$ cat config.mk
export PLATFORM = sky130hd
export DESIGN_NAME = bceh_err
export DESIGN_NICKNAME = d
export VERILOG_FILES = /design/src/pkg/bceh_pkg.sv /design/src/logic/bceh_sync.sv /design/src/logic/bceh_err.sv
export SDC_FILE = /design/constraint.sdc
export NUM_CORES = 1
export LEC_CHECK = 0
export BUFFER_PORTS_ARGS = -buffer_cell sky130_fd_sc_hd__buf_2
export CORE_MARGIN = 2
export CORE_UTILIZATION = 30
export CTS_BUF_LIST = sky130_fd_sc_hd__clkbuf_16
export CTS_CLUSTER_SIZE = 10
export DETAILED_ROUTE_END_ITERATION = 6
export GPL_TIMING_DRIVEN = 0
export SYNTH_ARGS = -nofsm -noshare
export SYNTH_HDL_FRONTEND = slang
export SYNTH_HIERARCHICAL = 1
export SYNTH_SLANG_ARGS = --single-unit
$ cat constraint.sdc
create_clock -name clk_sys -period 2 [get_ports clk_sys]
set_input_delay 0.3 -clock clk_sys [delete_from_list [all_inputs] [get_ports clk_sys]]
set_output_delay 0.3 -clock clk_sys [all_outputs]
set_load 0.1 [all_outputs]
$ cat src/pkg/bceh_pkg.sv
package bceh_pkg;

	////////////////////////////////////////////////////////////////////////////////
	// Clock and bit timing.
	localparam int          CLK_NS      = 25;
	localparam int          CNT_W       = 12;
	localparam int          LOW_MIN_NS  = 2000;
	localparam int          LOW_MAX_NS  = 40000;
	localparam int          NACK_NS     = 5000;
	// Least time rounds up, longest and drive times round down.
	localparam logic [11:0] LOW_MIN_CYC = 12'((LOW_MIN_NS + CLK_NS - 1) / CLK_NS);
	localparam logic [11:0] LOW_MAX_CYC = 12'(LOW_MAX_NS / CLK_NS);
	localparam logic [11:0] NACK_CYC    = 12'(NACK_NS / CLK_NS);
	localparam logic [11:0] CNT_ONE     = 12'h001;
	localparam logic [11:0] CNT_ZERO    = 12'h000;

	////////////////////////////////////////////////////////////////////////////////
	// Frame layout and pin levels.
	localparam int          BYTE_W      = 6;
	localparam logic [5:0]  LAST_BYTE   = 6'h1F;
	localparam logic        IDLE_LEVEL  = 1'h1;
	localparam logic        NACK_LEVEL  = 1'h1;

	////////////////////////////////////////////////////////////////////////////////
	// Carriers.
	typedef struct packed {
		logic             is_tx;
		logic             bcast;
		logic             data_fld;
		logic [BYTE_W-1:0] byte_idx;
	} bceh_ctx_type;

	typedef struct packed {
		logic parity;
		logic underrun;
		logic overrun;
		logic write;
	} bceh_oerr_type;

	typedef struct packed {
		logic abort;
		logic retx;
		logic accept_retx;
	} bceh_act_type;

	typedef enum logic [1:0] {
		ST_WAIT = 2'h0,
		ST_ACT  = 2'h1,
		ST_NACK = 2'h3
	} bceh_state_type;

endpackage : bceh_pkg

$ cat src/logic/bceh_sync.sv
module bceh_sync (
	// Clock and reset.
	input  wire logic clk_sys,
	input  wire logic rstn,
	// Pin side.
	input  wire logic pin_raw,
	// Filtered level.
	output logic      level
);

	logic s1_ff;
	logic s2_ff;
	logic s3_ff;
	logic lvl_ff;
	logic nxt_lvl;

	// The level only moves once the second and third stages agree.
	always_comb
	begin
		nxt_lvl = (s2_ff == s3_ff) ? s3_ff : lvl_ff;
	end

	always_ff @(posedge clk_sys or negedge rstn)
	begin
		if (!rstn)
		begin
			s1_ff  <= bceh_pkg::IDLE_LEVEL;
			s2_ff  <= bceh_pkg::IDLE_LEVEL;
			s3_ff  <= bceh_pkg::IDLE_LEVEL;
			lvl_ff <= bceh_pkg::IDLE_LEVEL;
		end
		else
		begin
			s1_ff  <= pin_raw;
			s2_ff  <= s1_ff;
			s3_ff  <= s2_ff;
			lvl_ff <= nxt_lvl;
		end
	end

	assign level = lvl_ff;

endmodule : bceh_sync

$ cat src/logic/bceh_err.sv
module bceh_err (
	// Clock and reset.
	input  wire logic                    clk_sys,
	input  wire logic                    rstn,
	// Bus pin, driven high at NACK_LEVEL while enabled.
	input  wire logic                    bus_sense,
	output logic                         bus_drive,
	output logic                         bus_oe_n,
	// Protocol engine events.
	input  wire logic                    frame_start,
	input  wire logic                    frame_end,
	input  wire logic                    nack_seen,
	input  wire bceh_pkg::bceh_ctx_type  ctx,
	input  wire bceh_pkg::bceh_oerr_type oerr,
	// Actions and status.
	output bceh_pkg::bceh_act_type       act,
	output logic                         timing_err,
	output logic                         comm_error_irq,
	output logic                         busy
);

	bceh_pkg::bceh_state_type st_ff;
	bceh_pkg::bceh_state_type nxt_st;
	bceh_pkg::bceh_act_type   act_ff;
	bceh_pkg::bceh_act_type   nxt_act;
	logic [11:0]              low_cnt_ff;
	logic [11:0]              nxt_low_cnt;
	logic [11:0]              nack_cnt_ff;
	logic [11:0]              nxt_nack_cnt;
	logic                     prev_ff;
	logic                     irq_ff;
	logic                     nxt_irq;
	logic                     terr_ff;
	logic                     lvl;
	logic                     rise;
	logic                     tim_err;
	logic                     nack_ev;
	logic                     nack_fatal;
	logic                     nack_retx;
	logic                     send_nack;

	bceh_sync u_sync (
		.clk_sys (clk_sys),
		.rstn    (rstn),
		.pin_raw (bus_sense),
		.level   (lvl)
	);

	////////////////////////////////////////////////////////////////////////////////
	// Error classification.

	always_comb
	begin
		rise = lvl && !prev_ff;
		tim_err = (st_ff == bceh_pkg::ST_ACT) &&
			((rise && (low_cnt_ff < bceh_pkg::LOW_MIN_CYC)) ||
			(!lvl && (low_cnt_ff == bceh_pkg::LOW_MAX_CYC)));
		nack_ev = nack_seen && (st_ff == bceh_pkg::ST_ACT) && !ctx.bcast && !tim_err;
		nack_fatal = nack_ev && (!ctx.data_fld ||
			(ctx.is_tx && (ctx.byte_idx == bceh_pkg::LAST_BYTE)));
		nack_retx = nack_ev && !nack_fatal;
		send_nack = tim_err && !ctx.is_tx && !ctx.bcast;
	end

	////////////////////////////////////////////////////////////////////////////////
	// Next state.

	always_comb
	begin
		nxt_st       = st_ff;
		nxt_nack_cnt = nack_cnt_ff;
		// The low counter saturates so a stuck bus cannot wrap into a legal length.
		nxt_low_cnt  = bceh_pkg::CNT_ZERO;
		if (!lvl)
		begin
			nxt_low_cnt = low_cnt_ff;
			if (low_cnt_ff != 12'hFFF)
			begin
				nxt_low_cnt = low_cnt_ff + bceh_pkg::CNT_ONE;
			end
		end
		nxt_act.retx        = nack_retx && ctx.is_tx;
		nxt_act.accept_retx = nack_retx && !ctx.is_tx;
		nxt_act.abort       = tim_err || nack_fatal;
		nxt_irq = tim_err || nack_fatal || (|oerr);
		case (st_ff)
			bceh_pkg::ST_WAIT:
			begin
				if (frame_start)
				begin
					nxt_st = bceh_pkg::ST_ACT;
				end
			end
			bceh_pkg::ST_ACT:
			begin
				if (send_nack)
				begin
					nxt_st       = bceh_pkg::ST_NACK;
					nxt_nack_cnt = bceh_pkg::NACK_CYC;
				end
				else if (tim_err || nack_fatal || frame_end)
				begin
					nxt_st = bceh_pkg::ST_WAIT;
				end
			end
			bceh_pkg::ST_NACK:
			begin
				nxt_nack_cnt = nack_cnt_ff - bceh_pkg::CNT_ONE;
				if (nack_cnt_ff == bceh_pkg::CNT_ONE)
				begin
					nxt_st = bceh_pkg::ST_WAIT;
				end
			end
			default:
			begin
				nxt_st = bceh_pkg::ST_WAIT;
			end
		endcase
	end

	always_ff @(posedge clk_sys or negedge rstn)
	begin
		if (!rstn)
		begin
			st_ff       <= bceh_pkg::ST_WAIT;
			act_ff      <= '0;
			low_cnt_ff  <= bceh_pkg::CNT_ZERO;
			nack_cnt_ff <= bceh_pkg::CNT_ZERO;
			prev_ff     <= bceh_pkg::IDLE_LEVEL;
			irq_ff      <= 1'h0;
			terr_ff     <= 1'h0;
		end
		else
		begin
			st_ff       <= nxt_st;
			act_ff      <= nxt_act;
			low_cnt_ff  <= nxt_low_cnt;
			nack_cnt_ff <= nxt_nack_cnt;
			prev_ff     <= lvl;
			irq_ff      <= nxt_irq;
			terr_ff     <= tim_err;
		end
	end

	////////////////////////////////////////////////////////////////////////////////
	// Outputs.

	assign act            = act_ff;
	assign timing_err     = terr_ff;
	assign comm_error_irq = irq_ff;
	assign busy           = (st_ff != bceh_pkg::ST_WAIT);
	assign bus_drive      = bceh_pkg::NACK_LEVEL;
	// Driving only from a state register keeps the pin glitch free.
	assign bus_oe_n       = (st_ff != bceh_pkg::ST_NACK);
endmodule : bceh_err

==> reports/metrics.csv <==
stage;metric;value;unit
status;status;finished, violations left;
status;violated checks;negative setup slack;
final_layout;post-route insts no fill;273;
clocking;Root Driver;clkbuf_16;
worst_setup_path;Worst EP arrival;2.20;ns
placement;# port buffers;25;
final_layout;area added between synthesis and finish;24.0;%
timing;Final WS setup;-0.0555;ns
worst_hold_path;worst min-delay path class;in -> async;
route;DRC;0;
power;Sw Share;0.350;
final_layout;design area;0.00213;mm2
floorplan;num ports;27;
worst_setup_path;Worst Setup Path Type;reg -> reg;
timing;final setup fails;8;
power;Comb power frac;0.260;
clocking;CTS buffer count;5;
worst_setup_path;crit end category;flip-flop;
route;Final ANT Viol Nets;0;
worst_setup_path;Startpoint Class;flip-flop;
worst_setup_path;CP peak stage delay;0.52;ns
flow_run;max-cap violation count;0;
global_route;initial antenna violation count;0;
final_layout;Core Util, Final;0.387;
yosys;Post-Syn Area;0.00172;mm2
clocking;TritonCTS Sinks;36;
placement;Post-Place Cells;261;
yosys;Seq/Total Area, Yosys;0.528;
global_route;largest net degree at the start of global routing;37;
clocking;worst skew pair latency;0.28;ns
route;DRT iter0 DRCs;91;
power;Clk pwr share;0.308;
floorplan;Die Span Y;79.6;um
yosys;EDFF count, synth;0;
floorplan;Die Footprint;0.00634;mm2
route;wire per inst;12.5;um
timing;Fin Hold WS;0.101;ns
timing;min Tclk post-route;2.06;ns
timing;Worst-Margin Slew;0.787;ns
power;sw power;0.000813;W
yosys;Mapped Avg Cell Area;10.5;um2
placement;post-detail-place hpwl;2290;um
clocking;Clock Path Buffers;2;
worst_setup_path;critical-path cell list;or4b_1, o31a_1, or4_4, buf_6, o311ai_2, o41ai_1;
global_route;vias in the first global route;1233;
yosys;Syn Inst Count;164;
power;P per Cell Area;1090;mW/mm2
placement;Area after DPL;0.00194;mm2
yosys;Synthesis Warnings;6;
final_layout;layout cell share with drive strength beyond 1;0.269;
worst_setup_path;Max stage delay cell, worst path;dfstp_2;
final_layout;Nets;223;
clocking;H-tree lvl count;2;
timing;upper clock frequency limit;486;MHz
global_route;gr ovfl total;0;
placement;RePlAce Congestion;0.755;
floorplan;Core Rows;27;
power;Pint;0.00151;W
power;Seq pwr share;0.432;
yosys;distinct cell type count of the synthesized netlist;46;
timing;Worst slew margin;0.476;
global_route;GRT Util Overall;0.120;
clocking;Clock transition at path regs;0.05;ns
route;Routed WL;3420;um
power;P_leak;0.882;nW
yosys;share of synthesized registers carrying an async set or reset;1.00;
timing;setup repair after global routing missed its margin;true;
final_layout;n_diodes;0;
clocking;cts hold-fix bufs;0;
route;Via Count;1330;
floorplan;Initial Util;0.312;
timing;Fin Clk Skew;0.00408;ns
floorplan;core area;0.00551;mm2
global_route;first-pass GRT wire length;5810;um
worst_setup_path;WP data required;2.15;ns
clocking;CTS tree;done;
timing;max-slew violation count;0;
power;VDD IR-drop max;0.392;mV
yosys;dominant synthesized flop cell;dfrtp_1;
timing;Final period util;1.03;
route;via/cell ratio;4.87;
timing;Final Hold Vio Count;0;
timing;Setup TNS Final;-0.178;ns
floorplan;DIE WIDTH;79.6;um
yosys;post-synthesis register bit count;36;
yosys;Mapped Nets;187;
worst_setup_path;crit path max fanout;5;
route;Pre-antenna DRT Iters;4;
==> synth_stat cells, drive strengths merged, types with 2 or more instances <==
cell,count,area (um2)
o41ai,2,17.5
o21a,2,15.0
a21oi,2,10.0
or3,2,12.5
nand2,10,37.5
dfstp,5,131
xnor2,10,87.6
inv,4,15.0
o211ai,2,25.0
or4,3,22.5
o21ai,8,40.0
ha,4,50.1
clkbuf,2,7.51
dfrtp,31,776
nor4,6,37.5
nor4b,2,17.5
o22ai,2,12.5
nor3,8,40.0
buf,3,20.0
nand3,11,55.1
or2,2,12.5
nand2b,2,12.5
nor2,20,75.1
==> path summary, 6_finish.rpt <==
path | start | to | slack, ns | cells after the start
worst max-delay path | u_sync/level | nack_cnt_ff[10] | -0.06 | 6
worst min-delay path | rstn | nack_cnt_ff[0] | 0.10 | 1
worst max register to register | u_sync/level | nack_cnt_ff[10] | -0.06 | 6
worst min register to register | u_sync/s1_ff | u_sync/s2_ff | 0.35 | 0
max in group asynchronous | rstn | st_ff[1] | 1.39 | 1
min in group clk_sys | bus_sense | u_sync/s1_ff | 0.12 | 1
==> cells by family after synthesis <==
family	Yosys count	share of synthesized area
and+or+nand+nor	76	0.239
other	1	0.00218
muxes	1	0.00583
AOI/OAI and AO/OA	25	0.108
adders and majority gates	5	0.0357
DFF	36	0.528
xor gates and xnor gates	11	0.0561
buffers and inverters	9	0.0248
==> worst max-delay path, delay by kind of cell (launching register included) <==
family                 cells  cell delay (ns)
AOI/OAI and AO/OA          3             0.32
buffers and inverters      1             0.15
DFF                        1             0.52
and+or+nand+nor            2             0.94
==> state kept, by name, indices dropped and copies added, names as in the netlist <==
name / count
act: 3
prev_ff: 1
u_sync/s2_ff: 1
low_cnt_ff: 12
u_sync/s1_ff: 1
nack_cnt_ff: 12
u_sync/s3_ff: 1
st_ff: 2
u_sync/level: 1
timing_err: 1
comm_error_irq: 1
==> layout by cell type (no fill, tap or decap), types with 2 or more instances in the layout <==
cell type	count
dfrtp_1	31
buf_2	27
nor2_1	20
nand3_1	11
xnor2_1	10
nand2_1	9
inv_1	7
nor3_1	7
nor4_1	6
o21ai_0	5
clkbuf_16	5
dfstp_2	5
ha_1	4
buf_4	4
o21ai_1	3
or2_2	2
o21a_1	2
nor4b_1	2
o22ai_1	2
nand2b_1	2
or4_1	2
or3_1	2
o41ai_1	2
o211ai_2	2
a21oi_1	2
==> area by class of cell <==
type / count / area, um2
Fill cell: 559 / 3380
Sequential cell: 36 / 907
Multi-Input combinational cell: 119 / 795
Timing Repair Buffer: 29 / 153
Clock buffer: 5 / 125
Tap cell: 72 / 90.1
Buffer: 5 / 32.5
Inverter: 4 / 15.0
Clock inverter: 3 / 11.3
==> layer usage <==
layer	wire [um]	share of wire	vias to the layer above	GRT usage
li1	-	-	663	-
met1	1700	0.50	633	0.165
met2	1490	0.43	29	0.173
met3	166	0.049	5	0.0396
met4	63	0.018	0	0.0517
met5	0	0	-	0
==> metrics by stage <==
step	setup slack [ns]	total power [W]
CTS	-0.0680	0.00235
finish	-0.0555	0.00232
global route	-0.110	0.00248
detailed placement	-0.215	0.00160
global placement	-0.231	0.00159
floorplan	-0.0698	0.00146
==> power by group through the flow <==
stage          sequential (W)  clock, W  combinational, W
4_1_cts               0.00100  0.000747          0.000600
3_5_place_dp          0.00101         0          0.000582
6_report              0.00100  0.000716          0.000603
3_3_place_gp          0.00101         0          0.000575
2_1_floorplan         0.00107         0          0.000385
5_1_grt               0.00103  0.000781          0.000669
==> timing repair <==
item,in CTS,in global routing
pin swaps,0,1
setup endpoints to repair,12,16
buffers inserted,3,0
gates resized for setup,2,4
gates cloned,0,1
(Power assumes the default switching activity.)
